$ cat src/spio_pkg.sv
// Constants, types and timing for the servo pulse input/output block
// Overview of operation
// - Four receiver inputs are each timed, giving one pulse width per channel.
// - Every input has its own edge capture and its own one-cycle event output.
// - Three free-running generators make servo pulses from a period and a duty width.
// - Output pulse widths are held between one and two milliseconds.
// - Output pulses repeat about every twenty-five milliseconds.
// - Servo lines idle low and are high only during the pulse.
// - The gap between output pulses is never removed or shortened.
// - New duty values are taken at most about forty times a second.
// - The fourth input is a command channel, reported but never sent to a servo.
// - No wire joins inputs to outputs; manual mode copies measured widths at input events, stale clearing with each event so no capture is skipped.
package spio_pkg;
   localparam int unsigned CLK_HZ       = 40_000_000;
   localparam int unsigned US_PER_TICK  = 1;
   localparam int unsigned TICK_DIV     = CLK_HZ / 1_000_000 * US_PER_TICK;
   localparam int unsigned PULSE_MIN_US = 1000;
   localparam int unsigned PULSE_MAX_US = 2000;
   localparam int unsigned PERIOD_US    = 25000;
   localparam int unsigned STALE_PERIODS = 4;
   localparam int unsigned STALE_US     = PERIOD_US * STALE_PERIODS;
   localparam int unsigned N_IN         = 4;
   localparam int unsigned N_OUT        = 3;
   localparam int unsigned CMD_CH       = 3;
   localparam int unsigned W            = 16;
   localparam int unsigned SW           = 17;

   localparam logic [5:0]    DIV_LAST    = 6'(TICK_DIV - 1);
   localparam logic [W-1:0]  MIN_W       = W'(PULSE_MIN_US);
   localparam logic [W-1:0]  MAX_W       = W'(PULSE_MAX_US);
   localparam logic [W-1:0]  PERIOD_LAST = W'(PERIOD_US - 1);
   localparam logic [W-1:0]  WIDTH_RST   = W'((PULSE_MIN_US + PULSE_MAX_US) / 2);
   localparam logic [SW-1:0] STALE_LAST  = SW'(STALE_US - 1);
   localparam logic [W-1:0]  CNT_ZERO    = 16'h0000;

   typedef logic [W-1:0] spio_width_t;

   typedef struct packed {
      logic        event_p;
      logic        stale;
      spio_width_t width;
   } spio_meas_t;

   // Clamp a commanded width into the legal servo range
   function automatic spio_width_t spio_clamp(input spio_width_t w);
      if (w < MIN_W)
         return MIN_W;
      else if (w > MAX_W)
         return MAX_W;
      else
         return w;
   endfunction
endpackage

$ cat src/spio_capture.sv
// One receiver channel: rising-to-falling width timer with stale watchdog
`timescale 1ns/100ps
module spio_capture
   import spio_pkg::*;
(
   // Clock and reset
   input  wire logic       clock_in,
   input  wire logic       rst_in,
   // Microsecond tick and pin
   input  wire logic       tick_in,
   input  wire logic       pulse_in,
   // Result
   output spio_meas_t      meas_out
);
   logic        level_reg;
   logic        high_reg;
   spio_width_t cnt_reg;
   logic [SW-1:0] idle_reg;

   always_ff @(posedge clock_in or posedge rst_in) begin
      if (rst_in)
         level_reg <= 1'b0;
      else
         level_reg <= pulse_in;
   end

   always_ff @(posedge clock_in or posedge rst_in) begin
      if (rst_in) begin
         high_reg <= 1'b0;
         cnt_reg  <= CNT_ZERO;
      end else if (pulse_in && !level_reg) begin
         high_reg <= 1'b1;
         cnt_reg  <= CNT_ZERO;
      end else if (!pulse_in && level_reg) begin
         high_reg <= 1'b0;
      end else if (high_reg && tick_in && cnt_reg != {W{1'b1}}) begin
         cnt_reg <= cnt_reg + 1'b1;
      end
   end

   always_ff @(posedge clock_in or posedge rst_in) begin
      if (rst_in) begin
         meas_out <= '{event_p: 1'b0, stale: 1'b1, width: WIDTH_RST};
      end else begin
         meas_out.event_p <= !pulse_in && level_reg && high_reg;
         if (!pulse_in && level_reg && high_reg) begin
            meas_out.width <= cnt_reg;
            meas_out.stale <= 1'b0;
         // stale after timeout
         // A finished pulse beats the timeout: the saturated watchdog would re-set it every tick
         end else if (tick_in && idle_reg == STALE_LAST) begin
            meas_out.stale <= 1'b1;
         end
      end
   end

   // Watchdog restarts on every complete pulse
   always_ff @(posedge clock_in or posedge rst_in) begin
      if (rst_in)
         idle_reg <= '0;
      else if (!pulse_in && level_reg && high_reg)
         idle_reg <= '0;
      else if (tick_in && idle_reg != STALE_LAST)
         idle_reg <= idle_reg + 1'b1;
   end
endmodule

$ cat src/spio_top.sv
// Servo pulse I/O: four measured receiver inputs, three servo generators
`timescale 1ns/100ps
module spio_top
   import spio_pkg::*;
(
   // Clock and reset
   input  wire logic        clock_in,
   input  wire logic        rst_in,
   // Receiver pins
   input  wire logic        radio_in_ch_a_in,
   input  wire logic        radio_in_ch_b_in,
   input  wire logic        radio_in_ch_c_in,
   input  wire logic        radio_cmd_in,
   // Firmware control
   input  wire logic        manual_mode_in,
   input  wire spio_width_t duty_a_in,
   input  wire spio_width_t duty_b_in,
   input  wire spio_width_t duty_c_in,
   // Measurement results
   output spio_width_t      width_a_out,
   output spio_width_t      width_b_out,
   output spio_width_t      width_c_out,
   output spio_width_t      cmd_width_out,
   output logic [N_IN-1:0]  capture_event_out,
   output logic [N_IN-1:0]  stale_out,
   // Servo pins
   output logic             servo_gen_high_a,
   output logic             servo_out_ch_b,
   output logic             servo_out_ch_c
);
   logic [5:0]        div_reg;
   logic              tick_reg;
   spio_width_t       period_reg;
   logic              frame_end;
   spio_meas_t        meas [N_IN];
   logic [N_IN-1:0]   pins;
   spio_width_t       duty_reg [N_OUT];
   spio_width_t       fw_duty [N_OUT];
   spio_width_t       pend_reg [N_OUT];
   logic [N_OUT-1:0]  high_next;
   logic [N_OUT-1:0]  high_reg;

   assign pins    = {radio_cmd_in, radio_in_ch_c_in, radio_in_ch_b_in, radio_in_ch_a_in};
   assign fw_duty = '{duty_a_in, duty_b_in, duty_c_in};

   // Microsecond tick enable
   always_ff @(posedge clock_in or posedge rst_in) begin
      if (rst_in) begin
         div_reg  <= '0;
         tick_reg <= 1'b0;
      end else begin
         tick_reg <= (div_reg == DIV_LAST);
         div_reg  <= (div_reg == DIV_LAST) ? 6'h00 : div_reg + 1'b1;
      end
   end

   genvar i;
   generate
      for (i = 0; i < N_IN; i++) begin : g_cap
         spio_capture u_cap (
            .clock_in (clock_in),
            .rst_in   (rst_in),
            .tick_in  (tick_reg),
            .pulse_in (pins[i]),
            .meas_out (meas[i])
         );
      end
   endgenerate

   always_ff @(posedge clock_in or posedge rst_in) begin
      if (rst_in) begin
         width_a_out       <= WIDTH_RST;
         width_b_out       <= WIDTH_RST;
         width_c_out       <= WIDTH_RST;
         cmd_width_out     <= WIDTH_RST;
         capture_event_out <= '0;
         stale_out         <= '1;
      end else begin
         width_a_out   <= meas[0].width;
         width_b_out   <= meas[1].width;
         width_c_out   <= meas[2].width;
         cmd_width_out <= meas[CMD_CH].width;
         for (int k = 0; k < N_IN; k++) begin
            capture_event_out[k] <= meas[k].event_p;
            stale_out[k]         <= meas[k].stale;
         end
      end
   end

   assign frame_end = tick_reg && (period_reg == PERIOD_LAST);
   always_ff @(posedge clock_in or posedge rst_in) begin
      if (rst_in)
         period_reg <= CNT_ZERO;
      else if (tick_reg)
         period_reg <= (period_reg == PERIOD_LAST) ? CNT_ZERO : period_reg + 1'b1;
   end

   always_ff @(posedge clock_in or posedge rst_in) begin
      if (rst_in) begin
         for (int k = 0; k < N_OUT; k++)
            pend_reg[k] <= WIDTH_RST;
      end else begin
         for (int k = 0; k < N_OUT; k++) begin
            if (manual_mode_in) begin
               if (meas[k].event_p && !meas[k].stale)
                  pend_reg[k] <= meas[k].width;
            end else begin
               pend_reg[k] <= fw_duty[k];
            end
         end
      end
   end

   // duty loaded once per frame only
   always_ff @(posedge clock_in or posedge rst_in) begin
      if (rst_in) begin
         for (int k = 0; k < N_OUT; k++)
            duty_reg[k] <= WIDTH_RST;
      end else if (frame_end) begin
         for (int k = 0; k < N_OUT; k++)
            duty_reg[k] <= spio_clamp(pend_reg[k]);
      end
   end

   // high only while count below duty
   always_comb begin
      for (int k = 0; k < N_OUT; k++)
         high_next[k] = (period_reg < duty_reg[k]);
   end

   always_ff @(posedge clock_in or posedge rst_in) begin
      if (rst_in)
         high_reg <= '0;
      else
         high_reg <= high_next;
   end

   assign servo_gen_high_a = high_reg[0];
   assign servo_out_ch_b   = high_reg[1];
   assign servo_out_ch_c   = high_reg[2];
endmodule

$ cat config.mk
export PLATFORM = sky130hd
export DESIGN_NAME = spio_top
export DESIGN_NICKNAME = d
export VERILOG_FILES = /design/src/spio_pkg.sv /design/src/spio_capture.sv /design/src/spio_top.sv
export SDC_FILE = /design/constraint.sdc
export NUM_CORES = 1
export LEC_CHECK = 0
export BUFFER_PORTS_ARGS = -buffer_cell sky130_fd_sc_hd__buf_4
export CORE_ASPECT_RATIO = 1.2
export CORE_MARGIN = 8
export CORE_UTILIZATION = 41
export CTS_BUF_LIST = sky130_fd_sc_hd__clkbuf_16
export CTS_CLUSTER_DIAMETER = 200
export DETAILED_ROUTE_END_ITERATION = 8
export PLACE_DENSITY_LB_ADDON = 0.1
export REMOVE_ABC_BUFFERS = 1
export SYNTH_ARGS = -nofsm -noshare
export SYNTH_HDL_FRONTEND = slang
export SYNTH_SLANG_ARGS = --single-unit
export TNS_END_PERCENT = 50
$ cat constraint.sdc
create_clock -name clock_in -period 23.3 [get_ports clock_in]
set_clock_uncertainty 0.05 [all_clocks]
set_input_delay 1.165 -clock clock_in [delete_from_list [all_inputs] [get_ports clock_in]]
set_output_delay 1.165 -clock clock_in [all_outputs]
set_load 0.01 [all_outputs]
==> results of run 1 <==
-- path summary, 6_finish.rpt --
path	startpoint	end	slack, ns	cells after the start
hold / removal	g_cap[3].u_cap.meas_out[17]	capture_event_out[3]	0.30	0
min in group asynchronous	rst_in	g_cap[3].u_cap.meas_out[5]	0.74	2
max in group asynchronous	rst_in	duty_reg[31]	20.95	3
setup / recovery	radio_in_ch_a_in	g_cap[0].u_cap.meas_out[13]	20.32	7
setup reg to reg	g_cap[2].u_cap.cnt_reg[0]	g_cap[2].u_cap.cnt_reg[6]	20.53	6
hold reg to reg	g_cap[3].u_cap.meas_out[17]	capture_event_out[3]	0.30	0
-- layout by cell type, fill, tap and decap left out, drive strengths merged, types with 24 or more instances in the layout --
cell type	Yosys	routed
dfrtp	300	300
nand2	293	293
nor2	186	186
buf	18	138
dfstp	106	106
a21oi	92	92
inv	73	78
o21ai	76	76
nand3	72	72
ha	67	67
mux2i	64	64
nand4	53	53
xor2	49	49
clkbuf	57	45
nor3	31	31
o31ai	26	26
and3	25	25
and4	24	24
-- stage by stage --
| stage | cell area, sq um | power (mW) | worst slack [ns] | hold slack [ns] | instances |
|---|---|---|---|---|---|
| 2_1_floorplan | 18370 | 0.8835 | 10.97 | 0.2812 | 1761 |
| 3_3_place_gp | 20180 | 0.9434 | 19.79 | 0.2855 | 2508 |
| 3_5_place_dp | 20180 | 0.9466 | 19.73 | 0.2912 | 2508 |
| 4_1_cts | 21850 | 1.761 | 20.35 | 0.3049 | 2588 |
| 5_1_grt | 21850 | 1.806 | 20.06 | 0.3183 | 2588 |
| 6_report | 21850 | 1.731 | 20.32 | 0.3017 | 2588 |
-- worst reg2reg max path, cell delays in order (launching register included) --
cell and delay (ns):
dfrtp_1 0.45, ha_1 0.35, and4_1 0.25, a41oi_2 0.87, nand4_1 0.23, or4_1 0.43
nand2_1 0.07
-- routing by layer --
| metal | routed length [um] | share of wire (%) | GRT usage (%) |
|---|---|---|---|
| met5 | 13 | 0.030 | 0 |
| met1 | 20180 | 46 | 22.12 |
| met2 | 21330 | 49 | 28.57 |
| met4 | 890 | 2.0 | 4.444 |
| met3 | 1489 | 3.4 | 3.047 |
-- layout make-up --
cell class	count	area (sq um)	area share, %
well taps	609	762.0	3.487
clock buffers	45	1126	5.153
clock inverters	35	540.5	2.474
flip-flops and latches	406	10290	47.10
multi-input cells	1280	7805	35.72
repair buffers	138	1036	4.741
inverters	75	289.0	1.323
-- power groups by stage --
stage               clock network (mW)  registers [mW]  logic [mW]
finish                           0.799           0.810       0.121
global placement                     0           0.822       0.122
global route                     0.849           0.818       0.139
floorplan                            0           0.812      0.0715
CTS                              0.825           0.811       0.125
detailed placement                   0           0.822       0.124
-- cell families (layout without fill, tap and decap cells) --
family	after synthesis	count (layout)	synth area share, %
muxes	68	68	3.670
and+or+nand+nor	778	778	20.05
DFF	406	406	55.09
buffers and inverters	150	293	3.175
AOI/OAI and AO/OA	297	297	10.25
adders and majority gates	67	67	4.487
xor gates and xnor gates	70	70	3.282
==> flow_metrics.tcl, run 1 <==
set metrics [dict create \
    io_buffer_count 129 \
    grt_use_total_pct 16.93 \
    cp_cell_sequence "buf_4 > inv_1 > ha_1 > nand2_1 > clkinv_1 > nand2_1 > nand2_1" \
    synth_cell_types 73 \
    clockBufferDepth 3 \
    cts.sinks 406 \
    crit_slowest_cell "clkinv_1" \
    drc 0 \
    synth_edf_count 0 \
    crit_type "input port to register" \
    final.fill_count 4198 \
    slew-limit-headroom_pct 23.09 \
    wl_per_cell_um 16.96 \
    hold_buffers 0 \
    worst_pin_slew_ns 1.154 \
    die-area_sq_um 52680 \
    cp_common_cell "nand2_1" \
    seqPwrFrac_pct 46.8 \
    drt_wl_total_um 43910 \
    place.gp.congestion 0.8168 \
    yosysTopAreaCell "dfrtp_1" \
    row_count 85 \
    fin_util_pct 48.57 \
    grt_overflow 0 \
    synth_seq_cells 406 \
    critical_path.top_delay_family "buffers and inverters" \
    n_antenna_cell 0 \
    cap_violations 0 \
    ys_warn_count 0 \
    netSwitchingFraction_pct 23.40 \
    syn_inst 1836 \
    antenna_left 0 \
    cts_max_level 2 \
    async_flop_share_pct 100.0 \
    path_clk_slew_ns 0.06 \
    status "completed" \
    synth_top_area_share_pct 40.18 \
    syn-cell-area_sq_um 18680 \
    ys.flop_type "dfrtp_1" \
    finalHoldViolations 0 \
    drive_above_1_share_pct 17.48 \
    synthToLayoutAreaGrowth_pct 16.96 \
    yosysMostFrequentCell "dfrtp_1" \
    synth.avg_cell_area_sq_um 10.18 \
    finalSetupTns_ns 0 \
    cts_buffers 44 \
    cp.required_ns 23.70 \
    start_util_pct 41.53 \
    clock_power_share_pct 46.2 \
    crit_buf_inv 3 \
    die_width_um 210.9 \
    grt_pass1_wl_um 73730 \
    coreArea_sq_um 44990 \
    rsz0062_at_grt "no" \
    hpwlAfterDp_um 29790 \
    synthTopCellsByArea "dfrtp_1 (40%), dfstp_2 (15%), nand2_1 (5.9%), ha_1 (4.5%), nor2_1 (3.7%)" \
    crit_fanout 34 \
    ios 130 \
    ir_drop_mv 0.04978 \
    p_switching_uw 405.0 \
    cts.repair.resized 0 \
    worstSetupEndpointType "register" \
    powerDensity_nw_per_um2 79.20 \
    hold_class "register to register" \
    fmax_mhz 335.7 \
    grt_max_degree 126 \
    final-max-slew-violation-count 0 \
    yosysSeqAreaShare_pct 55.09 \
    final_nets 2067 \
    finalCritPeriodShare_pct 12.78 \
    critPathMaxStageDelay_ns 0.99 \
    post_cts_buffers 0 \
    p_int_mw 1.325 \
    dr.first_iter.drc_count 626 \
    dr.pass1.iters 7 \
    via_per_inst 5.282 \
    clk_latency_ns 0.57 \
    start_kind "input port" \
    largest_reg_flops 72 \
    setup_viol 0 \
    vias 13671 \
    p_comb_share_pct 7.0 \
    min_period_ns 2.979 \
    grt_pass1_vias 14010 \
    antenna_found_initial 2 \
    die_y_um 249.8 \
    p_leak_nw 9.935 \
    root_buffer "clkbuf_16" \
    cts_tree "yes" \
    arrival_ns 3.38 \
    synth_top_cells_by_count "dfrtp_1 (300), nand2_1 (293), nor2_1 (186)" \
]
No activity file was read; power rests on OpenSTA's default activity.
==> inputs of run 2 (changes only) <==
clock period = 2.5 ns   (was 23.3 ns; I/O delays follow)
==> run 2 against run 1 <==
Net effect: count of clock-buffer cells in the layout is the same; utilization grew 1.2 points; critical path type is now register to register; largest cell class unchanged; combinational power grew to 10 times the previous value; non-clock buffer count grew 87; clock power grew to 7.5 times the previous value; sequential share of layout area shrank 1.1 points; flip-flop and latch count is the same; critical endpoint is now duty_reg[17]; cell area grew 2.4%; first-iteration DRC count grew 23%; highest routed layer is now met4; die area is the same; global-route usage shrank 0.059 points; total power grew to 8.5 times the previous value.
==> flow_metrics.tcl, run 2 (synthesis results as in run 1) <==
set metrics [dict create \
    ios 130 \
    hpwlAfterDp_um 30370 \
    io_buffer_count 129 \
    stdcell_area_sq_um 22390 \
    cp_cell_sequence "ha_1 > nor4b_2 > nand4_1 > buf_4 > nor4b_2 > a22o_1" \
    clk_latency_ns 0.56 \
    root_buffer "clkbuf_16" \
    status "completed" \
    start_kind "register" \
    hold_class "input port to register" \
    drt_wl_total_um 43840 \
    drive_above_1_share_pct 17.46 \
    finalCritPeriodShare_pct 87.07 \
    clockBufferDepth 3 \
    crit_fanout 7 \
    antenna_left 0 \
    dpl_cell_area_sq_um 20540 \
    finalWorstSetupSlack_ns 0.3232 \
    vias 13968 \
    coreArea_sq_um 44990 \
    powerDensity_nw_per_um2 659.4 \
    die_y_um 249.8 \
    cts_buffers 44 \
    row_count 85 \
    die_width_um 210.9 \
    r2r_slack_ns 0.32 \
    final_nets 2154 \
    cts_tree "yes" \
    dr.pass1.iters 7 \
    via_per_inst 5.218 \
    crit_slowest_cell "dfrtp_1" \
    largest_reg_flops 72 \
    n_antenna_cell 0 \
    fin_util_pct 49.76 \
    die-area_sq_um 52680 \
    place.gp.congestion 0.8116 \
    wl_per_cell_um 16.38 \
    antenna_found_initial 0 \
    worstSetupEndpointType "register" \
    worst_pin_slew_ns 1.119 \
    finalHoldViolations 0 \
    start_util_pct 41.53 \
    fin_cells 2677 \
    grt_overflow 0 \
    cts_max_level 2 \
    arrival_ns 2.62 \
    total_power_mw 14.76 \
    grt_use_total_pct 16.87 \
    crit_type "register to register" \
    mostFrequentLayoutCells "dfrtp_1 (300), nand2_1 (293), nor2_1 (186)" \
    drc 0 \
    hold_end "pend_reg[24]" \
    min_period_ns 2.177 \
    holdPathStages 3 \
    critPathMaxStageDelay_ns 0.45 \
    slew-limit-headroom_pct 25.38 \
    r2r_cells 6 \
    dr.first_iter.drc_count 768 \
    p_leak_nw 10.25 \
    cp.required_ns 2.95 \
    path_clk_slew_ns 0.06 \
    r2r-end "duty_reg[17]" \
    cts.sinks 406 \
    setup_viol 0 \
    mostFrequentLayoutCell "dfrtp_1" \
    synthToLayoutAreaGrowth_pct 19.82 \
    grt_pass1_vias 14270 \
    rsz0062_at_grt "no" \
    cp_common_cell "nor4b_2" \
    post_cts_buffers 0 \
    r2r_start "period_reg[1]" \
    cap_violations 0 \
    ir_drop_mv 0.5577 \
    place_inst 2542 \
    grt_pass1_wl_um 74180 \
    grt_max_degree 75 \
    hp-start "manual_mode_in" \
    place_ws_ns 0.3069 \
    fmax_mhz 459.4 \
    final-max-slew-violation-count 0 \
]
run 2: changes by cell type in the layout (fill, tap and decap cells not counted), moves of 5 or more:
| cell | change |
|---|---|
| buf_12 | +8 |
| clkinv_1 | +10 |
| buf_4 | +26 |
| dlygate4sd3_1 | +53 |
| bufinv_16 | -13 |
| clkinvlp_4 | -5 |
| inv_1 | +10 |
run 2: timing repair:
action                    4_1_cts  5_1_grt
hold buffers                   53        0
hold endpoints to repair      122        0
gates resized for setup         0        0
run 2: power breakdown:
| group | switching, mW | total (mW) | internal, mW |
|---|---|---|---|
| Combinational | 0.662 | 1.24 | 0.581 |
| Sequential | 0.406 | 7.53 | 7.13 |
| Clock | 2.62 | 5.98 | 3.36 |
run 2: final cells by class:
| cell class | count | area (sq um) |
|---|---|---|
| tap | 609 | 762.0 |
| multi-input combinational | 1280 | 7802 |
| inverter | 75 | 289.0 |
| timing repair buffer | 225 | 1922 |
| sequential | 406 | 10290 |
| clock inverter | 37 | 191.4 |
| clock buffer | 45 | 1126 |
| fill | 4250 | 22600 |
run 2: worst max-delay path by stage:
stage | startpoint | endpoint | cells past startpoint | slack (ns)
floorplan | rst_in | capture_event_out[0] | 1 | -8.79
global placement | period_reg[1] | duty_reg[41] | 7 | 0.38
detailed placement | period_reg[1] | duty_reg[41] | 7 | 0.31
CTS | period_reg[1] | duty_reg[17] | 6 | 0.29
global route | period_reg[1] | duty_reg[41] | 7 | 0.14
finish | period_reg[1] | duty_reg[17] | 6 | 0.32
run 2: worst max-delay path, delay by kind of cell, from the launching register on:
family                   cells  cell delay (ns)
AND/OR/NAND/NOR              3             0.92
flip-flops                   1             0.45
buffers and inverters        1             0.26
adder cells (fa/ha/maj)      1             0.25
AO/OA/AOI/OAI                1             0.19
run 2: routing by layer:
metal | up-vias | global-route usage [%] | part of all wire (%)
li1 | 6836 | - | -
met1 | 6832 | 21.80 | 45
met2 | 231 | 28.42 | 49
met3 | 69 | 2.871 | 3.6
met4 | 0 | 5.424 | 2.5
met5 | - | 0 | 0
run 2: stage by stage:
stage	hold WS (ns)	setup TNS [ns]
2_1_floorplan	0.1064	-3229.73
3_3_place_gp	0.2079	0
3_5_place_dp	0.2038	0
4_1_cts	0.02259	0
5_1_grt	0.05894	0
6_report	0.04690	0
==> inputs of run 3 (changes only) <==
BUFFER_PORTS_ARGS = -buffer_cell sky130_fd_sc_hd__buf_2   (was -buffer_cell sky130_fd_sc_hd__buf_4)
==> run 3 against run 2 <==
Net effect: combinational power decreased by 4%; total power increased by 5.3%; sequential share of layout area increased by 0.11 points; first-iteration DRC count increased by 5.9%; non-clock buffer count increased by 11; critical path depth unchanged; register-to-register slack about the same; setup slack got worse by 0.0069 ns.
==> flow_metrics.tcl, run 3 (synthesis results as in run 1) <==
set metrics [dict create \
    status "completed" \
    crit_buf_inv 1 \
    io_buffer_count 129 \
    mostFrequentLayoutCells "dfrtp_1 (300), nand2_1 (293), nor2_1 (186)" \
    n_antenna_cell 0 \
    startpoint "period_reg[1]" \
    mostFrequentLayoutCell "dfrtp_1" \
    slew-limit-headroom_pct 22.96 \
    fin_cells 2688 \
    min_period_ns 2.184 \
    via_per_inst 5.213 \
    crit_type "register to register" \
    fmax_mhz 457.9 \
    worst_pin_slew_ns 1.155 \
    p_int_mw 11.75 \
    arrival_ns 2.58 \
    drt_wl_total_um 44260 \
    final-max-slew-violation-count 0 \
    setup_viol 0 \
    clk_latency_ns 0.58 \
    powerDensity_nw_per_um2 696.0 \
    cp.required_ns 2.89 \
    clock_power_share_pct 43.9 \
    dr.first_iter.drc_count 813 \
    crit_fanout 13 \
    cts.sinks 406 \
    ios 130 \
    antenna_left 0 \
    cts_max_level 2 \
    post_cts_buffers 0 \
    vias 14012 \
    die_y_um 249.8 \
    root_buffer "clkbuf_16" \
    p_switching_mw 3.793 \
    finalCritPeriodShare_pct 87.35 \
    clockBufferDepth 3 \
    drive_above_1_share_pct 17.94 \
    p_leak_nw 10.29 \
    cts_tree "yes" \
    worstSetupEndpointType "register" \
    hpwlAfterDp_um 30330 \
    p_comb_share_pct 7.6 \
    start_kind "register" \
    place.gp.congestion 0.8151 \
    hold_class "input port to asynchronous set/reset pin" \
    critical_path.top_delay_family "simple AND/OR/NAND/NOR gates" \
    grt_pass1_vias 14222 \
    critPathMaxStageDelay_ns 0.45 \
    synthToLayoutAreaGrowth_pct 19.54 \
    coreArea_sq_um 44990 \
    final_nets 2166 \
    row_count 85 \
    cap_violations 0 \
    finalSetupTns_ns 0 \
    die-area_sq_um 52680 \
    netSwitchingFraction_pct 24.40 \
    cts_buffers 45 \
    grt_use_total_pct 16.95 \
    grt_overflow 0 \
    place_inst 2543 \
    largest_reg_flops 72 \
    seqPwrFrac_pct 48.4 \
    crit_slowest_cell "or2_1" \
    grt_pass1_wl_um 74270 \
    start_util_pct 41.53 \
    rsz0062_at_grt "no" \
    die_width_um 210.9 \
    drc 0 \
    finalHoldViolations 0 \
    wl_per_cell_um 16.47 \
    antenna_found_initial 0 \
    path_clk_slew_ns 0.06 \
    cp_cell_sequence "ha_1 > nor4b_2 > nand4_1 > or2_1 > buf_4 > a22o_1" \
    ir_drop_mv 0.6208 \
    dr.pass1.iters 4 \
    r2r_start "period_reg[1]" \
    grt_max_degree 76 \
]
run 3: worst min-delay path, stage by stage:
cell,delay [ns]
dlygate4sd3_1,0.53
buf_2,0.15
inv_8,0.34
run 3: worst paths after layout:
| kind | endpoint | slack, ns | depth (start not counted) |
|---|---|---|---|
| min in group clock_in | pend_reg[47] | 0.13 | 3 |
| max reg2reg | duty_reg[1] | 0.32 | 6 |
| min reg2reg | capture_event_out[3] | 0.30 | 0 |
| max | duty_reg[1] | 0.32 | 6 |
| max in group asynchronous | g_cap[1].u_cap.meas_out[8] | 1.44 | 4 |
| min | width_a_out[1] | 0.09 | 3 |
run 3: routing by layer:
layer	vias up	wire, um	global-route usage (%)
li1	6872	-	-
met1	6879	19950	22.00
met2	203	21720	28.60
met3	58	1580	3.072
met4	0	1008	4.784
met5	-	0	0
run 3: area by class of cell:
class	count	area (sq um)
tap	609	762.0
clock inverter	37	387.9
inverter	75	289.0
sequential	406	10290
timing repair buffer	236	1672
clock buffer	45	1126
multi-input combinational	1280	7802
fill	4178	22660
run 3: repair_timing:
| item | 4_1_cts | 5_1_grt |
|---|---|---|
| hold buffers | 63 | 0 |
| gates resized for setup | 0 | 0 |
| hold endpoints to repair | 157 | 0 |
run 3: power groups by stage:
| stage | sequential [mW] | combinational, mW | clock (mW) |
|---|---|---|---|
| 3_5_place_dp | 7.64 | 1.13 | 0 |
| 4_1_cts | 7.53 | 1.22 | 7.07 |
| 6_report | 7.53 | 1.19 | 6.83 |
| 2_1_floorplan | 7.57 | 0.666 | 0 |
| 3_3_place_gp | 7.63 | 1.10 | 0 |
| 5_1_grt | 7.60 | 1.35 | 7.33 |
run 3: through the flow:
step	setup WS (ns)	power, mW	utilization (%)	cell area, sq um	hold WS [ns]
2_1_floorplan	-8.794	8.234	-	18370	0.1064
3_3_place_gp	0.3351	8.737	44.87	20190	0.1613
3_5_place_dp	0.2975	8.773	44.87	20190	0.1608
4_1_cts	0.2850	15.82	49.64	22330	0.08028
5_1_grt	0.1122	16.27	49.64	22330	0.1243
6_report	0.3163	15.54	49.64	22330	0.09035
